## src/logic/isf_pkg.sv

```systemverilog
// isf_pkg: constants shared by the two-wire status-flag block.
// assumes a 32-bit Avalon-MM register bus with byte addresses.
`default_nettype none
package isf_pkg;

    // register byte offsets
    localparam logic [4:0] OFS_STATUS = 5'h00;
    localparam logic [4:0] OFS_TX     = 5'h04;
    localparam logic [4:0] OFS_RX     = 5'h08;
    localparam logic [4:0] OFS_IRQ    = 5'h0c;
    localparam logic [4:0] OFS_MASK   = 5'h10;

    // serial_bus_status field positions
    localparam int STAT_W   = 16;
    localparam int ACK_BIT  = 15;
    localparam int TRS_BIT  = 14;
    localparam int BCL_BIT  = 10;
    localparam int GC_BIT   = 9;
    localparam int A10_BIT  = 8;
    localparam int WCOL_BIT = 7;
    localparam int OVF_BIT  = 6;
    localparam int DA_BIT   = 5;
    localparam int STOP_BIT = 4;
    localparam int STRT_BIT = 3;
    localparam int RW_BIT   = 2;
    localparam int RBF_BIT  = 1;
    localparam int TBF_BIT  = 0;

    // unimplemented bits 13..11
    localparam logic [15:0] STAT_RSVD = 16'h3800;
    localparam logic [15:0] STAT_RST  = 16'h0000;

    // interrupt status / mask layout
    localparam int IRQ_W     = 6;
    localparam int IRQ_RXB   = 0;
    localparam int IRQ_STOP  = 1;
    localparam int IRQ_BCL   = 2;
    localparam int IRQ_WCOL  = 3;
    localparam int IRQ_OVF   = 4;
    localparam int IRQ_ACKD  = 5;
    localparam logic [5:0] IRQ_RST = 6'h00;

    localparam logic [7:0] DATA_RST = 8'h00;
    localparam int BYTE_BITS = 8;

endpackage
`default_nettype wire

```

## src/logic/isf_status_top.sv

```systemverilog
// isf_status_top: status flags of a two-wire bus controller,
// with Avalon-MM registers, holding registers and interrupt.
// assumes the controller core drives the event inputs on clk_sys_in
// and the bus pins arrive asynchronously.
`timescale 1ns/1ps
`default_nettype none
module isf_status_top #(
    parameter int DATA_W = 8
) (
    // clock, reset, enable
    input  wire logic        clk_sys_in,
    input  wire logic        reset_n_in,
    input  wire logic        ce_in,
    // avalon-mm slave
    input  wire logic [4:0]  avs_address_in,
    input  wire logic        avs_read_in,
    input  wire logic        avs_write_in,
    input  wire logic [31:0] avs_writedata_in,
    input  wire logic [3:0]  avs_byteenable_in,
    output logic      [31:0] avs_readdata_out,
    output logic             avs_waitrequest_out,
    // bus pins
    input  wire logic        scl_pin_in,
    input  wire logic        sda_pin_in,
    // controller core events
    input  wire logic        master_mode_in,
    input  wire logic        master_tx_start_in,
    input  wire logic        bus_collision_in,
    input  wire logic        gen_call_match_in,
    input  wire logic        addr10_match_in,
    input  wire logic        dev_addr_match_in,
    input  wire logic        addr_rw_bit_in,
    input  wire logic        module_busy_in,
    input  wire logic        tx_byte_taken_in,
    // to the core and system
    output logic [DATA_W-1:0] tx_data_out,
    output logic             irq_out
);
    generate
        if (DATA_W != isf_pkg::BYTE_BITS) begin : g_bad_width
            $error("DATA_W must equal the byte width");
        end
    endgenerate

    function automatic logic hit(input logic [4:0] a,
                                 input logic [4:0] o);
        hit = (a[4:2] == o[4:2]);
    endfunction

    // bus view
    logic [1:0] lvl, rise, fall;
    logic       start_p, stop_p, byte_done, ack_slot, ack_val;
    logic [7:0] rx_byte;

    isf_pin_sync #(
        .W (2)
    ) u_sync (
        .clk_sys_in (clk_sys_in),
        .reset_n_in (reset_n_in),
        .ce_in      (ce_in),
        .pin_in     ({sda_pin_in, scl_pin_in}),
        .lvl_out    (lvl),
        .rise_out   (rise),
        .fall_out   (fall)
    );

    isf_bit_track u_track (
        .clk_sys_in    (clk_sys_in),
        .reset_n_in    (reset_n_in),
        .ce_in         (ce_in),
        .scl_lvl_in    (lvl[0]),
        .scl_rise_in   (rise[0]),
        .sda_lvl_in    (lvl[1]),
        .sda_rise_in   (rise[1]),
        .sda_fall_in   (fall[1]),
        .start_out     (start_p),
        .stop_out      (stop_p),
        .byte_done_out (byte_done),
        .ack_slot_out  (ack_slot),
        .ack_val_out   (ack_val),
        .byte_out      (rx_byte)
    );

    // register bus: one wait state, action on the first edge
    logic        ack_r, ack_nxt;
    logic        acc, rd, wr;
    logic [31:0] rdata_r, rdata_nxt;

    assign acc = (avs_read_in | avs_write_in) & ~ack_r & ce_in;
    assign rd  = acc & avs_read_in;
    assign wr  = acc & avs_write_in;
    assign avs_waitrequest_out = (avs_read_in | avs_write_in)
                                 & ~(ack_r & ce_in);

    logic wr_stat, wr_tx, rd_rx, rd_irq, wr_mask;
    assign wr_stat = wr & hit(avs_address_in, isf_pkg::OFS_STATUS);
    assign wr_tx   = wr & hit(avs_address_in, isf_pkg::OFS_TX)
                     & avs_byteenable_in[0];
    assign rd_rx   = rd & hit(avs_address_in, isf_pkg::OFS_RX);
    assign rd_irq  = rd & hit(avs_address_in, isf_pkg::OFS_IRQ);
    assign wr_mask = wr & hit(avs_address_in, isf_pkg::OFS_MASK)
                     & avs_byteenable_in[0];

    // status flags and holding registers
    logic [15:0] stat_r, stat_nxt, sw_clr;
    logic [7:0]  tx_r, tx_nxt, rx_r, rx_nxt;
    logic        addressed_r, addressed_nxt;
    logic        tx_busy, tx_ok, rx_xfer;

    assign tx_busy = module_busy_in | stat_r[isf_pkg::TBF_BIT];
    assign tx_ok   = wr_tx & ~tx_busy;
    assign rx_xfer = byte_done & ~stat_r[isf_pkg::TRS_BIT];

    always_comb begin
        stat_nxt      = stat_r;
        tx_nxt        = tx_r;
        rx_nxt        = rx_r;
        addressed_nxt = addressed_r;
        // software clears a sticky flag by writing it as zero
        sw_clr = 16'h0000;
        if (wr_stat) begin
            sw_clr[isf_pkg::BCL_BIT] = avs_byteenable_in[1]
                & ~avs_writedata_in[isf_pkg::BCL_BIT];
            sw_clr[isf_pkg::WCOL_BIT] = avs_byteenable_in[0]
                & ~avs_writedata_in[isf_pkg::WCOL_BIT];
            sw_clr[isf_pkg::OVF_BIT] = avs_byteenable_in[0]
                & ~avs_writedata_in[isf_pkg::OVF_BIT];
        end
        stat_nxt = stat_nxt & ~sw_clr;
        if (ack_slot && stat_r[isf_pkg::TRS_BIT]) begin
            stat_nxt[isf_pkg::ACK_BIT] = ack_val;
            stat_nxt[isf_pkg::TRS_BIT] = 1'b0;
        end
        if (master_tx_start_in && master_mode_in) begin
            stat_nxt[isf_pkg::TRS_BIT] = 1'b1;
        end
        // set wins over a software clear in the same cycle
        if (bus_collision_in && master_mode_in) begin
            stat_nxt[isf_pkg::BCL_BIT] = 1'b1;
        end
        if (stop_p) begin
            stat_nxt[isf_pkg::GC_BIT]  = 1'b0;
            stat_nxt[isf_pkg::A10_BIT] = 1'b0;
            addressed_nxt = 1'b0;
        end
        if (gen_call_match_in) begin
            stat_nxt[isf_pkg::GC_BIT] = 1'b1;
        end
        if (addr10_match_in) begin
            stat_nxt[isf_pkg::A10_BIT] = 1'b1;
        end
        if (tx_byte_taken_in) begin
            stat_nxt[isf_pkg::TBF_BIT] = 1'b0;
        end
        if (wr_tx) begin
            if (tx_busy) begin
                stat_nxt[isf_pkg::WCOL_BIT] = 1'b1;
            end else begin
                tx_nxt = avs_writedata_in[7:0];
                stat_nxt[isf_pkg::TBF_BIT] = 1'b1;
            end
        end
        if (rd_rx) begin
            stat_nxt[isf_pkg::RBF_BIT] = 1'b0;
        end
        if (rx_xfer) begin
            if (stat_r[isf_pkg::RBF_BIT]) begin
                // old byte is kept, the new one is lost
                stat_nxt[isf_pkg::OVF_BIT] = 1'b1;
            end else begin
                rx_nxt = rx_byte;
                stat_nxt[isf_pkg::RBF_BIT] = 1'b1;
            end
        end
        if (dev_addr_match_in) begin
            stat_nxt[isf_pkg::DA_BIT] = 1'b0;
            stat_nxt[isf_pkg::RW_BIT] = addr_rw_bit_in;
            addressed_nxt = 1'b1;
        end else if (byte_done && !master_mode_in && addressed_r) begin
            stat_nxt[isf_pkg::DA_BIT] = 1'b1;
        end
        if (start_p) begin
            stat_nxt[isf_pkg::STOP_BIT] = 1'b0;
            stat_nxt[isf_pkg::STRT_BIT] = 1'b1;
        end else if (stop_p) begin
            stat_nxt[isf_pkg::STOP_BIT] = 1'b1;
            stat_nxt[isf_pkg::STRT_BIT] = 1'b0;
        end
        stat_nxt = stat_nxt & ~isf_pkg::STAT_RSVD;
        if (!ce_in) begin
            stat_nxt      = stat_r;
            tx_nxt        = tx_r;
            rx_nxt        = rx_r;
            addressed_nxt = addressed_r;
        end
    end

    // interrupt status, mask and output
    logic [5:0] ev, irqs_r, irqs_nxt, mask_r, mask_nxt;
    logic       irq_r, irq_nxt;

    always_comb begin
        ev = 6'h00;
        ev[isf_pkg::IRQ_RXB]  = rx_xfer;
        ev[isf_pkg::IRQ_STOP] = stop_p;
        ev[isf_pkg::IRQ_BCL]  = bus_collision_in & master_mode_in;
        ev[isf_pkg::IRQ_WCOL] = wr_tx & tx_busy;
        ev[isf_pkg::IRQ_OVF]  = rx_xfer & stat_r[isf_pkg::RBF_BIT];
        ev[isf_pkg::IRQ_ACKD] = ack_slot & stat_r[isf_pkg::TRS_BIT];
        // an event in the clearing read survives it
        irqs_nxt = (rd_irq ? 6'h00 : irqs_r) | ev;
        mask_nxt = wr_mask ? avs_writedata_in[5:0] : mask_r;
        if (!ce_in) begin
            irqs_nxt = irqs_r;
            mask_nxt = mask_r;
        end
        irq_nxt = |(irqs_nxt & mask_nxt);
    end

    // read data and handshake
    always_comb begin
        ack_nxt   = ce_in ? ((avs_read_in | avs_write_in) & ~ack_r)
                          : ack_r;
        rdata_nxt = rdata_r;
        if (rd) begin
            rdata_nxt = 32'h0000_0000;
            if (hit(avs_address_in, isf_pkg::OFS_STATUS)) begin
                rdata_nxt[15:0] = stat_r;
            end else if (hit(avs_address_in, isf_pkg::OFS_TX)) begin
                rdata_nxt[7:0] = tx_r;
            end else if (hit(avs_address_in, isf_pkg::OFS_RX)) begin
                rdata_nxt[7:0] = rx_r;
            end else if (hit(avs_address_in, isf_pkg::OFS_IRQ)) begin
                rdata_nxt[5:0] = irqs_r;
            end else if (hit(avs_address_in, isf_pkg::OFS_MASK)) begin
                rdata_nxt[5:0] = mask_r;
            end
        end
    end

    always_ff @(posedge clk_sys_in or negedge reset_n_in) begin
        if (!reset_n_in) begin
            stat_r      <= isf_pkg::STAT_RST;
            tx_r        <= isf_pkg::DATA_RST;
            rx_r        <= isf_pkg::DATA_RST;
            addressed_r <= 1'b0;
            irqs_r      <= isf_pkg::IRQ_RST;
            mask_r      <= isf_pkg::IRQ_RST;
            irq_r       <= 1'b0;
            ack_r       <= 1'b0;
            rdata_r     <= 32'h0000_0000;
        end else begin
            stat_r      <= stat_nxt;
            tx_r        <= tx_nxt;
            rx_r        <= rx_nxt;
            addressed_r <= addressed_nxt;
            irqs_r      <= irqs_nxt;
            mask_r      <= mask_nxt;
            irq_r       <= irq_nxt;
            ack_r       <= ack_nxt;
            rdata_r     <= rdata_nxt;
        end
    end

    assign avs_readdata_out = rdata_r;
    assign tx_data_out      = tx_r;
    assign irq_out          = irq_r;
endmodule
`default_nettype wire

```

## src/logic/isf_pin_sync.sv

```systemverilog
// isf_pin_sync: two-flop synchroniser with edge detection.
// assumes inputs are asynchronous to clk_sys_in.
`timescale 1ns/1ps
`default_nettype none
module isf_pin_sync #(
    parameter int W = 2
) (
    // clock and reset
    input  wire logic         clk_sys_in,
    input  wire logic         reset_n_in,
    input  wire logic         ce_in,
    // pins
    input  wire logic [W-1:0] pin_in,
    // synchronised view
    output logic      [W-1:0] lvl_out,
    output logic      [W-1:0] rise_out,
    output logic      [W-1:0] fall_out
);
    generate
        if (W < 1) begin : g_bad_width
            $error("W must be at least one");
        end
    endgenerate

    // bus lines idle high, so reset to one
    logic [W-1:0] s1_r, s2_r, s3_r;
    logic [W-1:0] s1_nxt, s2_nxt, s3_nxt;

    always_comb begin
        s1_nxt = ce_in ? pin_in : s1_r;
        s2_nxt = ce_in ? s1_r : s2_r;
        s3_nxt = ce_in ? s2_r : s3_r;
    end

    always_ff @(posedge clk_sys_in or negedge reset_n_in) begin
        if (!reset_n_in) begin
            s1_r <= '1;
            s2_r <= '1;
            s3_r <= '1;
        end else begin
            s1_r <= s1_nxt;
            s2_r <= s2_nxt;
            s3_r <= s3_nxt;
        end
    end

    // first stage is read only by the second
    assign lvl_out  = s2_r;
    assign rise_out = s2_r & ~s3_r;
    assign fall_out = ~s2_r & s3_r;
endmodule
`default_nettype wire

```

## src/logic/isf_bit_track.sv

```systemverilog
// isf_bit_track: frames bus conditions, bytes and the acknowledge slot.
// assumes synchronised clock/data levels and edges on clk_sys_in.
`timescale 1ns/1ps
`default_nettype none
module isf_bit_track (
    // clock and reset
    input  wire logic       clk_sys_in,
    input  wire logic       reset_n_in,
    input  wire logic       ce_in,
    // synchronised bus view
    input  wire logic       scl_lvl_in,
    input  wire logic       scl_rise_in,
    input  wire logic       sda_lvl_in,
    input  wire logic       sda_rise_in,
    input  wire logic       sda_fall_in,
    // framing events as one-cycle pulses; ack level and received byte held
    output logic            start_out,
    output logic            stop_out,
    output logic            byte_done_out,
    output logic            ack_slot_out,
    output logic            ack_val_out,
    output logic [7:0]      byte_out
);
    logic       start_c, stop_c;
    logic       act_r, act_nxt;
    logic [3:0] cnt_r, cnt_nxt;
    logic [7:0] sh_r, sh_nxt;
    logic       st_r, st_nxt, sp_r, sp_nxt;
    logic       bd_r, bd_nxt, as_r, as_nxt, av_r, av_nxt;

    assign start_c = sda_fall_in & scl_lvl_in;
    assign stop_c  = sda_rise_in & scl_lvl_in;

    always_comb begin
        act_nxt = act_r;
        cnt_nxt = cnt_r;
        sh_nxt  = sh_r;
        av_nxt  = av_r;
        st_nxt  = 1'b0;
        sp_nxt  = 1'b0;
        bd_nxt  = 1'b0;
        as_nxt  = 1'b0;
        if (start_c) begin
            act_nxt = 1'b1;
            cnt_nxt = 4'h0;
            st_nxt  = 1'b1;
        end else if (stop_c) begin
            act_nxt = 1'b0;
            cnt_nxt = 4'h0;
            sp_nxt  = 1'b1;
        end else if (act_r && scl_rise_in) begin
            if (cnt_r == 4'(isf_pkg::BYTE_BITS)) begin
                // ninth clock: the acknowledge slot
                cnt_nxt = 4'h0;
                as_nxt  = 1'b1;
                av_nxt  = sda_lvl_in;
            end else begin
                sh_nxt  = {sh_r[6:0], sda_lvl_in};
                cnt_nxt = cnt_r + 4'h1;
                bd_nxt  = (cnt_r == 4'(isf_pkg::BYTE_BITS - 1));
            end
        end
        if (!ce_in) begin
            act_nxt = act_r;
            cnt_nxt = cnt_r;
            sh_nxt  = sh_r;
            av_nxt  = av_r;
            st_nxt  = st_r;
            sp_nxt  = sp_r;
            bd_nxt  = bd_r;
            as_nxt  = as_r;
        end
    end

    always_ff @(posedge clk_sys_in or negedge reset_n_in) begin
        if (!reset_n_in) begin
            act_r <= 1'b0;
            cnt_r <= 4'h0;
            sh_r  <= isf_pkg::DATA_RST;
            av_r  <= 1'b0;
            st_r  <= 1'b0;
            sp_r  <= 1'b0;
            bd_r  <= 1'b0;
            as_r  <= 1'b0;
        end else begin
            act_r <= act_nxt;
            cnt_r <= cnt_nxt;
            sh_r  <= sh_nxt;
            av_r  <= av_nxt;
            st_r  <= st_nxt;
            sp_r  <= sp_nxt;
            bd_r  <= bd_nxt;
            as_r  <= as_nxt;
        end
    end

    assign start_out     = st_r;
    assign stop_out      = sp_r;
    assign byte_done_out = bd_r;
    assign ack_slot_out  = as_r;
    assign ack_val_out   = av_r;
    assign byte_out      = sh_r;
endmodule
`default_nettype wire

```

## config.mk

```make
export PLATFORM = sky130hd
export DESIGN_NAME = isf_status_top
export DESIGN_NICKNAME = d
export VERILOG_FILES = /design/src/logic/isf_pkg.sv /design/src/logic/isf_status_top.sv /design/src/logic/isf_pin_sync.sv /design/src/logic/isf_bit_track.sv
export SDC_FILE = /design/constraint.sdc
export NUM_CORES = 1
export LEC_CHECK = 0
export ABC_AREA = 1
export BUFFER_PORTS_ARGS = -buffer_cell sky130_fd_sc_hd__buf_2
export CAP_MARGIN = 20
export CELL_PAD_IN_SITES_DETAIL_PLACEMENT = 1
export CELL_PAD_IN_SITES_GLOBAL_PLACEMENT = 2
export CORE_ASPECT_RATIO = 0.7
export CORE_MARGIN = 2
export CORE_UTILIZATION = 33
export CTS_CLUSTER_SIZE = 8
export DETAILED_ROUTE_END_ITERATION = 6
export PLACE_DENSITY_LB_ADDON = 0.1
export SLEW_MARGIN = 0
export SYNTH_ARGS = -nofsm -noshare
export SYNTH_HDL_FRONTEND = slang
export SYNTH_SLANG_ARGS = --single-unit
```

## constraint.sdc

```tcl
create_clock -name clk_sys_in -period 3 [get_ports clk_sys_in]
set_input_delay 0.6 -clock clk_sys_in [delete_from_list [all_inputs] [get_ports clk_sys_in]]
set_output_delay 0.6 -clock clk_sys_in [all_outputs]
set_load 0.05 [all_outputs]
```

==> flow_summary.ini <==
[power]
switching_share = 0.320
power.density_nw_per_um2 = 703
ir_worst_vdd_uv = 284
p_leak_nw = 2.26
pwr-share-seq = 0.441
p_sw_w = 0.000978
comb_power_share = 0.201
intPower_w = 0.00208
p_clk_frac = 0.358

[synthesis]
syn-cell-area_sq_um = 3670
ys_seq_area_frac = 0.554
synth-compound-area-share = 0.0955
synth-xor-area-share = 0
async_flop_share = 1.00
yosysUniqueCellTypes = 30
ys_ff_latch = 81
synth_edf_count = 0
muxShareOfSynthArea = 0.0245
synth_area_per_cell_sq_um = 8.74
synth-main-ff-cell = dfrtp_1
yosys.area_share.simple = 0.222
synth_top_family_by_area = simple AND/OR/NAND/NOR gates
netlist_instances = 420
ys_warn_count = 0
synthAdderAreaFrac = 0.00682

[drt]
drt_iter0_markers = 130
routed_wl_mm = 9.81
firstDrtPassIters = 4
antenna_left = 0
via_per_inst = 4.57
drc = 0
dr_total_vias = 2909
wl_per_cell_um = 15.4

[timing]
postLayoutSetupSlackWorst_ns = 0.957
skew_ns = 0.00430
fmax_mhz = 489
hold_violations = 0
fin_crit_sh = 0.681
drv_slew = 0
setup_violations = 0
fin_setup_tns_ns = 0
rsz0062_at_grt = no
fin_crit_ns = 2.04

[critical_path]
cp_max_fo = 19
crit_family = buffers and inverters
cp_num_buf_inv = 3
endpoint_kind = output port
cp_common_cell = buf_2
slowest_delay_ns = 0.28
crit_chain = buf_2 > buf_4 > a21oi_1 > buf_2
crit_arrival_ns = 1.44
startpoint_type = input port
criticalPathCategory = input port to output port
crit_required_ns = 2.40
cp_slowest_cell = buf_4

[run]
drv_cap = 0

[placement]
gp_congestion = 0.762
post-place-ws_ns = 0.777
dp_hpwl_mm = 7.34
port_buffers = 52

[cells_and_area]
area_growth_pct = 18.6
antenna_cells = 0
final_core_util = 0.398
nets = 538
drive_gt1_frac = 0.192

[clock_network]
cts_buffer_depth = 2
cts_made_buffers = 9
cts_resized = 0
clk-insertion-delay-late_ns = 0.34
clkTransAtPathRegs_ns = 0.06
htree_levels = 3
root_buffer = clkbuf_16
cts_tree = built
holdBufCountCts = 0
post_cts_buffers = 0
cts.sinks = 81

[global_route]
grt_max_degree = 50
track_usage = 0.183
grt_overflow = 0
antenna_found_initial = 0
grt_pass1_vias = 3002
grt_pass1_wl_mm = 16.3

[floorplan]
rows = 32
fp.dieH_um = 92.2
die_x_um = 130
die_area_sq_um = 12000
core_sq_um = 10900
ioPinCount = 99
start_util = 0.336

[worst_hold_path]
hold_class = input port to async pin

[run_status]
status = finished clean
## kinds of logic (layout without fill, tap and decap cells)
| logic type | Yosys count | count (layout) |
|---|---|---|
| and+or+nand+nor | 191 | 191 |
| DFF | 81 | 81 |
| buffers and inverters | 72 | 118 |
| AOI/OAI and AO/OA | 65 | 65 |
| muxes | 8 | 8 |
| adders and majority gates | 2 | 2 |
| other | 1 | 19 |
## area by class of cell
class | instances | area (sq um)
fillers | 1344 | 6580
flip-flops and latches | 81 | 2030
multi-input cells | 285 | 1350
repair buffers | 58 | 320
clock buffers | 13 | 250
well taps | 153 | 191
inverters | 44 | 165
clock inverters | 3 | 40.0
## through the flow
| stage | power, W | hold WS (ns) | std cells | area [sq um] |
|---|---|---|---|---|
| after floorplan | 0.00181 | 0.304 | 438 | 3740 |
| after global placement | 0.00197 | 0.452 | 621 | 4060 |
| after detailed placement | 0.00199 | 0.456 | 621 | 4060 |
| after CTS | 0.00311 | 0.221 | 637 | 4350 |
| final | 0.00306 | 0.207 | 637 | 4350 |
| after global routing | 0.00325 | 0.238 | 637 | 4350 |
## final timing paths
path,startpoint,end,slack (ns),depth (start not counted)
min in group clk_sys_in,sda_pin_in,u_sync.s1_r[1],0.45,3
setup reg to reg,ack_r,irq_out,1.12,10
hold / removal,reset_n_in,u_track.byte_out[2],0.21,1
hold reg to reg,u_sync.s1_r[1],u_sync.s1_r[1],0.46,2
max in group asynchronous,reset_n_in,u_sync.s3_r[1],2.12,2
setup / recovery,ce_in,avs_waitrequest_out,0.96,4
## registers in the layout, summed over array words and instances, names as in the netlist, 2 cells and up
name	flops
u_sync.s3_r	2
u_sync.s1_r	2
mask_r	6
rx_r	8
avs_readdata_out	13
u_track.cnt_r	4
stat_r	13
u_track.byte_out	8
irqs_r	6
u_sync.lvl_out	2
tx_data_out	8
## placed cells by master, fill, tap and decap left out, types with 3 or more instances in the layout
cell and count:
nand2_1 138, dfrtp_1 75, buf_2 51, o21ai_0 47
inv_1 42, nand3_1 19, conb_1 19, nor2_1 14
nand4_1 10, clkbuf_16 9, mux2_2 8, a21oi_1 7
o31ai_1 6, buf_4 6, dfstp_2 6, clkbuf_1 3
## metal layers
layer	vias up	GRT usage	part of all wire
met4	0	0.0618	0.014
li1	1434	-	-
met1	1406	0.286	0.56
met3	13	0.0414	0.042
met5	-	0	0
met2	56	0.243	0.39
## synth_stat cells, types with 2 or more instances
cell | instances | share of area
buf_4 | 20 | 0.041
o21ai_0 | 47 | 0.064
o22ai_1 | 2 | 0.0034
ha_1 | 2 | 0.0068
inv_1 | 42 | 0.043
nor3_1 | 2 | 0.0027
a21oi_1 | 7 | 0.0095
dfstp_2 | 6 | 0.043
clkbuf_1 | 7 | 0.0072
nor2_1 | 14 | 0.014
nand3_1 | 19 | 0.026
mux2_2 | 8 | 0.025
o31ai_1 | 6 | 0.012
nand2_1 | 138 | 0.14
nor2_2 | 2 | 0.0034
dfrtp_1 | 75 | 0.51
nand4_1 | 10 | 0.017
## power groups by stage
stage / logic (W) / clock network [W] / registers (W)
final: 0.000614 / 0.00110 / 0.00135
after global routing: 0.000690 / 0.00118 / 0.00138
after detailed placement: 0.000620 / 0 / 0.00137
after floorplan: 0.000326 / 0 / 0.00148
after global placement: 0.000607 / 0 / 0.00136
after CTS: 0.000622 / 0.00113 / 0.00135
(Power assumes the default switching activity.)
